File: src/include/sgc_pkg.sv
/*
 * Constants for the global switch control register bank: register offsets,
 * field positions, reset values and scheduler ratios.
 * Assumes an 8-bit management register port with byte-wide offsets.
 */
package sgc_pkg;

  // ----------------------------------------------------------------------
  // Register offsets
  // ----------------------------------------------------------------------
  localparam logic [7:0] SGC_OFS_VPM = 8'h05;
  localparam logic [7:0] SGC_OFS_MVC = 8'h06;

  // ----------------------------------------------------------------------
  // Field positions
  // ----------------------------------------------------------------------
  localparam int SGC_VPM_VLAN_EN = 7;
  localparam int SGC_VPM_PRIO_HI = 3;
  localparam int SGC_VPM_PRIO_LO = 2;
  localparam int SGC_VPM_SNIFF_AND = 0;
  localparam int SGC_MVC_HALF_DUPLEX = 6;
  localparam int SGC_MVC_FLOW_CTRL = 5;
  localparam int SGC_MVC_SPEED_10 = 4;
  localparam int SGC_MVC_NULL_VID_SUB = 3;

  // ----------------------------------------------------------------------
  // Reset values and widths
  // ----------------------------------------------------------------------
  localparam logic [7:0] SGC_VPM_RESET = 8'h00;
  localparam logic [7:0] SGC_MVC_RESET = 8'h00;
  localparam logic [7:0] SGC_RDATA_UNMAPPED = 8'h00;
  localparam int SGC_VID_W = 12;
  localparam logic [11:0] SGC_NULL_VID = 12'h000;

  // ----------------------------------------------------------------------
  // Priority scheme codes and high-to-low ratios
  // ----------------------------------------------------------------------
  typedef enum logic [1:0] {
    SGC_PRIO_STRICT = 2'h0,
    SGC_PRIO_10_1 = 2'h1,
    SGC_PRIO_5_1 = 2'h2,
    SGC_PRIO_2_1 = 2'h3
  } sgc_prio_t;

  localparam logic [3:0] SGC_RATIO_10 = 4'hA;
  localparam logic [3:0] SGC_RATIO_5 = 4'h5;
  localparam logic [3:0] SGC_RATIO_2 = 4'h2;
  localparam logic [3:0] SGC_CNT_ONE = 4'h1;
  localparam logic [3:0] SGC_CNT_ZERO = 4'h0;

  // ----------------------------------------------------------------------
  // Strap capture states
  // ----------------------------------------------------------------------
  typedef enum logic [1:0] {
    SGC_ST_STRAP = 2'h1,
    SGC_ST_RUN = 2'h2
  } sgc_state_t;

endpackage

File: src/core/sgc_switch_global_control_regs.sv
/*
 * Global switch control register bank: VLAN mode, output queue priority
 * scheme, mirroring match mode, switch MII port duplex, flow control and
 * speed, and null VLAN ID substitution, plus the small datapath decisions
 * that these settings steer.
 * Assumes a synchronous management register port and strap pins that are
 * stable around the release of reset.
 */
// Functional notes
// Bit 7 of the first register turns 802.1Q VLAN mode on when 1 and resets to 0.
// Software fills the VLAN table before it sets the VLAN enable bit.
// With VLAN enable at 0, VLAN membership does not limit forwarding.
// Priority scheme 00, the reset value, always sends high priority packets first.
// Scheme codes 01, 10 and 11 interleave high and low packets at 10:1, 5:1 and 2:1.
// Mirror mode bit at 1 mirrors a frame only when source and destination both match.
// Mirror mode bit at 0, the default, mirrors a frame when either port matches.
// Bit 6 of the second register selects MII half duplex at 1, reset taken from its strap.
// Bit 5 enables MII full duplex flow control at 1, reset taken from its strap.
// Bit 4 runs the MII port at 10 Mbps at 1 and 100 Mbps at 0, reset from its strap.
// Bit 3 at 1 replaces a null VLAN ID in tagged frames with the port default VLAN ID.
// Bit 3 at 0, its reset value, leaves a null VLAN ID unchanged.
// Reserved bits reset to 0, read back as written and steer nothing.
module sgc_switch_global_control_regs
  import sgc_pkg::*;
#(
  parameter int VID_W = SGC_VID_W
)
(
  input wire logic clk_i,
  input wire logic resetn_i,
  input wire logic reg_wr_i,
  input wire logic reg_rd_i,
  input wire logic [7:0] reg_addr_i,
  input wire logic [7:0] reg_wdata_i,
  output logic [7:0] reg_rdata_o,
  input wire logic duplex_strap_pin_i,
  input wire logic flow_ctrl_strap_pin_i,
  input wire logic speed_strap_pin_i,
  input wire logic vlan_member_i,
  input wire logic hi_pending_i,
  input wire logic lo_pending_i,
  input wire logic sched_take_i,
  input wire logic mirror_src_match_i,
  input wire logic mirror_dst_match_i,
  input wire logic rx_tagged_i,
  input wire logic [VID_W-1:0] rx_vid_i,
  input wire logic [VID_W-1:0] port_default_vid_i,
  output logic vlan_mode_o,
  output logic forward_ok_o,
  output logic sched_pick_hi_o,
  output logic sched_pick_valid_o,
  output logic mirror_o,
  output logic mii_half_duplex_o,
  output logic mii_flow_ctrl_o,
  output logic mii_speed_10_o,
  output logic [VID_W-1:0] vid_out_o
);

  // ----------------------------------------------------------------------
  // Register file and strap capture
  // ----------------------------------------------------------------------
  sgc_state_t state_reg, state_next;
  logic [7:0] vpm_reg, vpm_next;
  logic [7:0] mvc_reg, mvc_next;
  logic [7:0] rdata_reg, rdata_next;

  always_comb
  begin
    state_next = state_reg;
    vpm_next = vpm_reg;
    mvc_next = mvc_reg;
    rdata_next = rdata_reg;
    case (state_reg)
      SGC_ST_STRAP:
      begin
        // Straps are caught on the first edge after reset is released.
        mvc_next[SGC_MVC_HALF_DUPLEX] = duplex_strap_pin_i;
        mvc_next[SGC_MVC_FLOW_CTRL] = flow_ctrl_strap_pin_i;
        mvc_next[SGC_MVC_SPEED_10] = speed_strap_pin_i;
        state_next = SGC_ST_RUN;
      end
      SGC_ST_RUN:
      begin
        // Whole bytes are stored, reserved bits included.
        if (reg_wr_i && reg_addr_i == SGC_OFS_VPM)
        begin
          vpm_next = reg_wdata_i;
        end
        if (reg_wr_i && reg_addr_i == SGC_OFS_MVC)
        begin
          mvc_next = reg_wdata_i;
        end
        if (reg_rd_i)
        begin
          case (reg_addr_i)
            SGC_OFS_VPM: rdata_next = vpm_reg;
            SGC_OFS_MVC: rdata_next = mvc_reg;
            default: rdata_next = SGC_RDATA_UNMAPPED;
          endcase
        end
      end
      default:
      begin
        state_next = SGC_ST_STRAP;
      end
    endcase
  end

  always_ff @(posedge clk_i or negedge resetn_i)
  begin
    if (!resetn_i)
    begin
      state_reg <= SGC_ST_STRAP;
      vpm_reg <= SGC_VPM_RESET;
      mvc_reg <= SGC_MVC_RESET;
      rdata_reg <= SGC_RDATA_UNMAPPED;
    end
    else
    begin
      state_reg <= state_next;
      vpm_reg <= vpm_next;
      mvc_reg <= mvc_next;
      rdata_reg <= rdata_next;
    end
  end

  assign reg_rdata_o = rdata_reg;

  // ----------------------------------------------------------------------
  // Output queue scheduler
  // ----------------------------------------------------------------------
  sgc_prio_t prio;
  logic [3:0] ratio;
  logic [3:0] hi_cnt_reg, hi_cnt_next;
  logic pick_hi_reg, pick_hi_next;
  logic pick_valid_reg, pick_valid_next;

  assign prio = sgc_prio_t'(vpm_reg[SGC_VPM_PRIO_HI:SGC_VPM_PRIO_LO]);

  always_comb
  begin
    case (prio)
      SGC_PRIO_10_1: ratio = SGC_RATIO_10;
      SGC_PRIO_5_1: ratio = SGC_RATIO_5;
      SGC_PRIO_2_1: ratio = SGC_RATIO_2;
      default: ratio = SGC_CNT_ZERO;
    endcase
  end

  always_comb
  begin
    hi_cnt_next = hi_cnt_reg;
    // A taken slot consumes the decision that was offered.
    if (sched_take_i && pick_valid_reg)
    begin
      if (pick_hi_reg)
      begin
        hi_cnt_next = (hi_cnt_reg < SGC_RATIO_10) ? hi_cnt_reg + SGC_CNT_ONE : hi_cnt_reg;
      end
      else
      begin
        hi_cnt_next = SGC_CNT_ZERO;
      end
    end
    pick_valid_next = hi_pending_i || lo_pending_i;
    if (hi_pending_i && lo_pending_i)
    begin
      pick_hi_next = (prio == SGC_PRIO_STRICT) || (hi_cnt_next < ratio);
    end
    else
    begin
      pick_hi_next = hi_pending_i;
    end
  end

  always_ff @(posedge clk_i or negedge resetn_i)
  begin
    if (!resetn_i)
    begin
      hi_cnt_reg <= SGC_CNT_ZERO;
      pick_hi_reg <= 1'b0;
      pick_valid_reg <= 1'b0;
    end
    else
    begin
      hi_cnt_reg <= hi_cnt_next;
      pick_hi_reg <= pick_hi_next;
      pick_valid_reg <= pick_valid_next;
    end
  end

  assign sched_pick_hi_o = pick_hi_reg;
  assign sched_pick_valid_o = pick_valid_reg;

  // ----------------------------------------------------------------------
  // Forwarding, mirroring and VLAN ID decisions
  // ----------------------------------------------------------------------
  logic fwd_reg, fwd_next;
  logic mirror_reg, mirror_next;
  logic [VID_W-1:0] vid_reg, vid_next;

  always_comb
  begin
    fwd_next = !vpm_reg[SGC_VPM_VLAN_EN] || vlan_member_i;
    if (vpm_reg[SGC_VPM_SNIFF_AND])
    begin
      mirror_next = mirror_src_match_i && mirror_dst_match_i;
    end
    else
    begin
      mirror_next = mirror_src_match_i || mirror_dst_match_i;
    end
    vid_next = rx_vid_i;
    if (mvc_reg[SGC_MVC_NULL_VID_SUB] && rx_tagged_i && rx_vid_i == SGC_NULL_VID)
    begin
      vid_next = port_default_vid_i;
    end
  end

  always_ff @(posedge clk_i or negedge resetn_i)
  begin
    if (!resetn_i)
    begin
      fwd_reg <= 1'b0;
      mirror_reg <= 1'b0;
      vid_reg <= '0;
    end
    else
    begin
      fwd_reg <= fwd_next;
      mirror_reg <= mirror_next;
      vid_reg <= vid_next;
    end
  end

  assign forward_ok_o = fwd_reg;
  assign mirror_o = mirror_reg;
  assign vid_out_o = vid_reg;
  assign vlan_mode_o = vpm_reg[SGC_VPM_VLAN_EN];
  assign mii_half_duplex_o = mvc_reg[SGC_MVC_HALF_DUPLEX];
  assign mii_flow_ctrl_o = mvc_reg[SGC_MVC_FLOW_CTRL];
  assign mii_speed_10_o = mvc_reg[SGC_MVC_SPEED_10];

  // ----------------------------------------------------------------------
  // Assertions
  // ----------------------------------------------------------------------
  AST_VLAN_FWD: assert property (@(posedge clk_i) disable iff (!resetn_i)
    !vpm_reg[SGC_VPM_VLAN_EN] |=> forward_ok_o)
    else $error("Forwarding blocked while VLAN mode is off.");
  AST_VLAN_WR: assert property (@(posedge clk_i) disable iff (!resetn_i)
    state_reg == SGC_ST_RUN && reg_wr_i && reg_addr_i == SGC_OFS_VPM
    |=> vlan_mode_o == $past(reg_wdata_i[SGC_VPM_VLAN_EN]))
    else $error("VLAN mode does not follow the written bit.");
  AST_STRICT: assert property (@(posedge clk_i) disable iff (!resetn_i)
    prio == SGC_PRIO_STRICT && hi_pending_i |=> sched_pick_hi_o)
    else $error("Low packet picked ahead of high in strict mode.");
  AST_RATIO_LO: assert property (@(posedge clk_i) disable iff (!resetn_i)
    prio != SGC_PRIO_STRICT && hi_pending_i && lo_pending_i && hi_cnt_next >= ratio
    |=> sched_pick_valid_o && !sched_pick_hi_o)
    else $error("Low packet not given its share.");
  AST_MIRROR_AND: assert property (@(posedge clk_i) disable iff (!resetn_i)
    vpm_reg[SGC_VPM_SNIFF_AND] && !(mirror_src_match_i && mirror_dst_match_i) |=> !mirror_o)
    else $error("Mirrored without both matches.");
  AST_MIRROR_OR: assert property (@(posedge clk_i) disable iff (!resetn_i)
    !vpm_reg[SGC_VPM_SNIFF_AND] && (mirror_src_match_i || mirror_dst_match_i) |=> mirror_o)
    else $error("Frame not mirrored on a single match.");
  AST_STRAP: assert property (@(posedge clk_i) disable iff (!resetn_i)
    state_reg == SGC_ST_STRAP |=> mii_half_duplex_o == $past(duplex_strap_pin_i)
    && mii_flow_ctrl_o == $past(flow_ctrl_strap_pin_i)
    && mii_speed_10_o == $past(speed_strap_pin_i))
    else $error("Strap values not captured.");
  AST_NULL_SUB: assert property (@(posedge clk_i) disable iff (!resetn_i)
    mvc_reg[SGC_MVC_NULL_VID_SUB] && rx_tagged_i && rx_vid_i == SGC_NULL_VID
    |=> vid_out_o == $past(port_default_vid_i))
    else $error("Null VLAN ID not replaced.");
  AST_NULL_KEEP: assert property (@(posedge clk_i) disable iff (!resetn_i)
    !mvc_reg[SGC_MVC_NULL_VID_SUB] |=> vid_out_o == $past(rx_vid_i))
    else $error("VLAN ID changed with substitution off.");
  AST_READBACK: assert property (@(posedge clk_i) disable iff (!resetn_i)
    state_reg == SGC_ST_RUN && reg_wr_i && reg_addr_i == SGC_OFS_MVC ##1
    reg_rd_i && !reg_wr_i && reg_addr_i == SGC_OFS_MVC |=> reg_rdata_o == $past(reg_wdata_i, 2))
    else $error("Register does not read back as written.");

  COV_RATIO: cover property (@(posedge clk_i) disable iff (!resetn_i)
    prio == SGC_PRIO_2_1 && sched_take_i && pick_valid_reg && !pick_hi_reg);
  COV_MIRROR_AND: cover property (@(posedge clk_i) disable iff (!resetn_i)
    vpm_reg[SGC_VPM_SNIFF_AND] && mirror_o);
  COV_SUB: cover property (@(posedge clk_i) disable iff (!resetn_i)
    mvc_reg[SGC_MVC_NULL_VID_SUB] && rx_tagged_i && rx_vid_i == SGC_NULL_VID);

endmodule

File: config.mk
export PLATFORM = sky130hd
export DESIGN_NAME = sgc_switch_global_control_regs
export DESIGN_NICKNAME = d
export VERILOG_FILES = /design/src/include/sgc_pkg.sv /design/src/core/sgc_switch_global_control_regs.sv
export SDC_FILE = /design/constraint.sdc
export NUM_CORES = 1
export LEC_CHECK = 0
export BUFFER_PORTS_ARGS = -buffer_cell sky130_fd_sc_hd__buf_2
export CAP_MARGIN = 30
export CORE_MARGIN = 2
export CORE_UTILIZATION = 48
export DETAILED_ROUTE_END_ITERATION = 8
export PLACE_DENSITY = 0.86
export SYNTH_ARGS = -nofsm -noshare
export SYNTH_HDL_FRONTEND = slang
export SYNTH_SLANG_ARGS = --single-unit
File: constraint.sdc
create_clock -name clk_i -period 1.9 [get_ports clk_i]
set_input_delay 0.57 -clock clk_i [delete_from_list [all_inputs] [get_ports clk_i]]
set_output_delay 0.57 -clock clk_i [all_outputs]
set_load 0.01 [all_outputs]
# After elaboration in Yosys (flattened, before gate mapping)
# Cells that the tools add are included.
# op_classes
order_cmp	2
reduce_logical	19
eq_ne	8
addsub	1
muxes	11
# ops
cell	count
$eq 8x3->1 const B	2
$pmux 8 s2	1
$logic_not 12->1	1
$mux 12	1
$mux 4	3
$pmux 4 s3	1
$reduce_and 2->1	4
$logic_and 1x1->1	7
$mux 7	1
$eq 2x2->1 const B	3
$pmux 3 s2	1
$add 4x1->4 const B	1
$eq 2x1->1 const B	2
$logic_or 1x1->1	4
$lt 4x4->1	1
$lt 4x4->1 const B	1
$pmux 2 s2	1
$logic_not 2->1	1
$mux 1	2
$ne 2x2->1 const B	1
$reduce_bool 2->1	1
$logic_not 1->1	1
# word_totals
in_bits	54
output_inout_bits	28
register_bits	46
elab_cells	52

# Logic depth before layout (Yosys ltp)
# depth
ltp_word	7
mapped_depth	8
depth_no_buf	8

# Least setup slack after synthesis
# OpenSTA, ideal clock, no wires.
# synth_timing
path_kind	input port to flip-flop
startpoint	input port reg_addr_i[5]
endpoint	register mvc_reg[6]
t_required_ns	1.777
cell_stages	5
slack_ns	-0.393
t_arrival_ns	2.170
path_cell_list	or4_4 nor4b_2 buf_4 mux2_2 o221a_2
# synth_between
elab_chain_len	4
# synth_lines
element	line	source
start: declaration	sgc_switch_global_control_regs.sv:33	input wire logic [7:0] reg_addr_i,
$eq 8x3->1	sgc_switch_global_control_regs.sv:89	if (reg_wr_i && reg_addr_i == SGC_OFS_MVC)
$logic_and 1x1->1	sgc_switch_global_control_regs.sv:89	
$ne 2x2->1 (no line)	n/a	
$reduce_and 2->1 (no line)	n/a	
end signal: assignment	sgc_switch_global_control_regs.sv:122	mvc_reg <= mvc_next;
end: declaration	sgc_switch_global_control_regs.sv:64	logic [7:0] mvc_reg, mvc_next;
# Every way passes these cells.
# A chain may end at the register's enable or synchronous reset.

# Worst setup path after layout
# layout_timing
startpoint	input port reg_addr_i[6]
endpoint	register vpm_reg[7]
# layout_between
elab_chain_len	3
# layout_lines
element	line	source
$eq 8x3->1	sgc_switch_global_control_regs.sv:85	if (reg_wr_i && reg_addr_i == SGC_OFS_VPM)
$logic_and 1x1->1	sgc_switch_global_control_regs.sv:85	
$reduce_and 2->1 (no line)	n/a	
end signal: assignment	sgc_switch_global_control_regs.sv:121	vpm_reg <= vpm_next;
end: declaration	sgc_switch_global_control_regs.sv:63	logic [7:0] vpm_reg, vpm_next;
# Every way passes these cells.

==> impl_metrics.ini <==
[grt]
grt_max_degree = 34
grt_util_all_layers_pct = 20.3
antenna_found_initial = 0
grt_first_pass_wirelength_mm = 7.80
grt-ovfl-total = 0
grt_pass1_vias = 1754

[routing]
route.detailed.drc = 0
drt_iter0_markers = 67
wl_per_cell_um = 14.5
drtAntennaViolNets = 0
avgViaCountPerCell = 5.33
drtPass1Iterations = 4
routed_wl_mm = 4.76
vias = 1742

[layout]
largest_register_ffs = 12
finalNetCount = 334
syn2layout_area_growth_pct = 36.2
final_common_cell = buf_2
multiInputGateArea_sq_um = 918
num_antenna_cells = 0
regArea_sq_mm = 0.00115
fillCellCount = 313
final_cell_mix = 80 x buf_2, 45 x dfrtp_1, 32 x nand2_1
drive_gt1_share_pct = 46.6
fin_area_sq_mm = 0.00277

[clocking]
cts_buffers = 5
cts_sinks = 46
clkLatencyLatePin_ps = 290
cts_buffer_depth = 2
cts_tree = done
h-tree-depth = 2
cts_hold_buf = 0
clk_pin_slew_ps = 80
cts_root_buf = clkbuf_8

[timing]
fin_crit_sh_pct = 105
worstMarginPinSlew_ps = 414
hold_ws_ps = 167
slew_headroom_pct = 72.3
final_hold_viol_count = 0
setup_violations = 12
rsz0062_at_grt = yes
slew_violations = 0
post-route-min-period_ps = 2000
skew_ps = 3.49
max_clock_freq_ghz = 0.501
fin_ws_ps = -96.2

[synthesis]
ys_warn_count = 0
synth-simple-area-share_pct = 17.5
synth_top_area_cell = dfrtp_1
ys_seq_area_share_pct = 56.7
avgSynthCellArea_sq_um = 11.4
yosys.area.top_type_share_pct = 55.4
synth_area_leaders = dfrtp_1 55%, nand2_1 7.0%, a21o_1 4.4%
synth_top_family_by_area = simple AND/OR/NAND/NOR gates
syn_inst = 179
syn_nets = 237
synth.distinct_cells = 37
synthXorXnorAreaFrac_pct = 0.431
yosys.area_share.adder_pct = 2.46
netlist_area_sq_mm = 0.00203
synth_compound_area_share_pct = 14.8
synth_edf_count = 0
synth-seq-cells = 46
ys.flop_type = dfrtp_1
muxShareOfSynthArea_pct = 6.03
async_flop_share_pct = 100

[critical_path]
reg2reg_depth = 8
regToRegSetupSlack_ps = 90
reg2reg_to = sched_pick_hi_o
worstReg2RegStart = hi_cnt_reg[0]
required_ps = 2080
critPathMaxFanout = 10
worstSetupPathType = input port to flop
worstSetupStartpointType = input port
startpoint = reg_addr_i[6]
arrival_ps = 2180
end_kind = flop

[placement]
io_buffers = 81
dpl-instance-area_sq_mm = 0.00258
place.gp.congestion = 0.883
place_hpwl_mm = 3.59

[die]
die_area_sq_mm = 0.00477
die_h_um = 69.1
coreArea_sq_mm = 0.00403
start_util_pct = 50.4
ioPinCount = 82
num_rows = 23
die_w_um = 69.1

[min_path]
hold_class = input port to async pin

[power_and_ir_drop]
power.density_mw_per_mm2 = 708
p_leak_uw = 0.00148
peakVddDrop_mv = 0.643

[run_status]
violations = setup timing
status = finished, violations left

[job]
max-cap-violations = 0
==> per-stage QoR <==
step	instances	setup TNS [ps]	power [uW]	worst slack (ps)	utilization, %
3_5_place_dp	317	-7430	1370	-460	64.2
4_1_cts	327	-931	1950	-100	68.1
3_3_place_gp	317	-6750	1350	-407	64.2
2_1_floorplan	179	-4100	1220	-285	-
5_1_grt	327	-943	2070	-136	68.7
6_report	327	-730	1960	-96.2	68.7
==> timing repair <==
item,CTS,global route
buffers inserted,2,1
gates resized for setup,13,8
endpoints found under the setup margin,14,21
pin swaps,2,3
==> worst max path at each step <==
stage	endpoint	depth (start not counted)
after floorplan	vpm_reg[0]	4
after global placement	vpm_reg[0]	5
after detailed placement	vpm_reg[7]	5
after CTS	vpm_reg[7]	5
after global routing	mvc_reg[5]	6
final	vpm_reg[7]	4
==> cell type report <==
type,count,area share [%]
inverter,5,0.678
multi-input combinational,124,33.2
sequential,46,41.6
clock buffer,6,2.62
clock inverter,2,0.497
tap,50,2.26
timing repair buffer,94,19.1
==> cells in the mapped netlist, types with 3 or more instances <==
library cell  instances
a22oi_1               8
nor4_1                5
ha_1                  4
mux2_4                6
dfrtp_1              45
a22o_1                3
nand2_1              38
o21ai_0               4
nand3b_1              4
nor2_1                4
nand2b_1              5
a21oi_1               6
inv_1                 5
a21o_1               12
==> worst max-delay path: stages <==
cell and delay [ps]:
buf_6 90, or4_4 560, or4b_4 610, mux2_4 340
==> metal layers <==
layer / part of all wire (%) / up-vias / GRT usage (%)
met5: 0 / - / 0
met4: 0.67 / 0 / 7.19
met3: 5.4 / 4 / 4.09
met2: 51 / 65 / 33.7
met1: 43 / 836 / 26.6
li1: - / 837 / -
==> cells by family (layout without fill, tap and decap cells) <==
group / after synthesis / after routing
muxes: 9 / 9
and+or+nand+nor: 69 / 69
xor gates and xnor gates: 1 / 1
AOI/OAI and AO/OA: 41 / 41
adders and majority gates: 4 / 4
DFF: 46 / 46
buffers and inverters: 9 / 107
==> power breakdown <==
part           internal, uW  switching (uW)
Sequential             1030            45.9
Clock                   260             319
Combinational           160             143
Total                  1450             509
(Power assumes the default switching activity.)
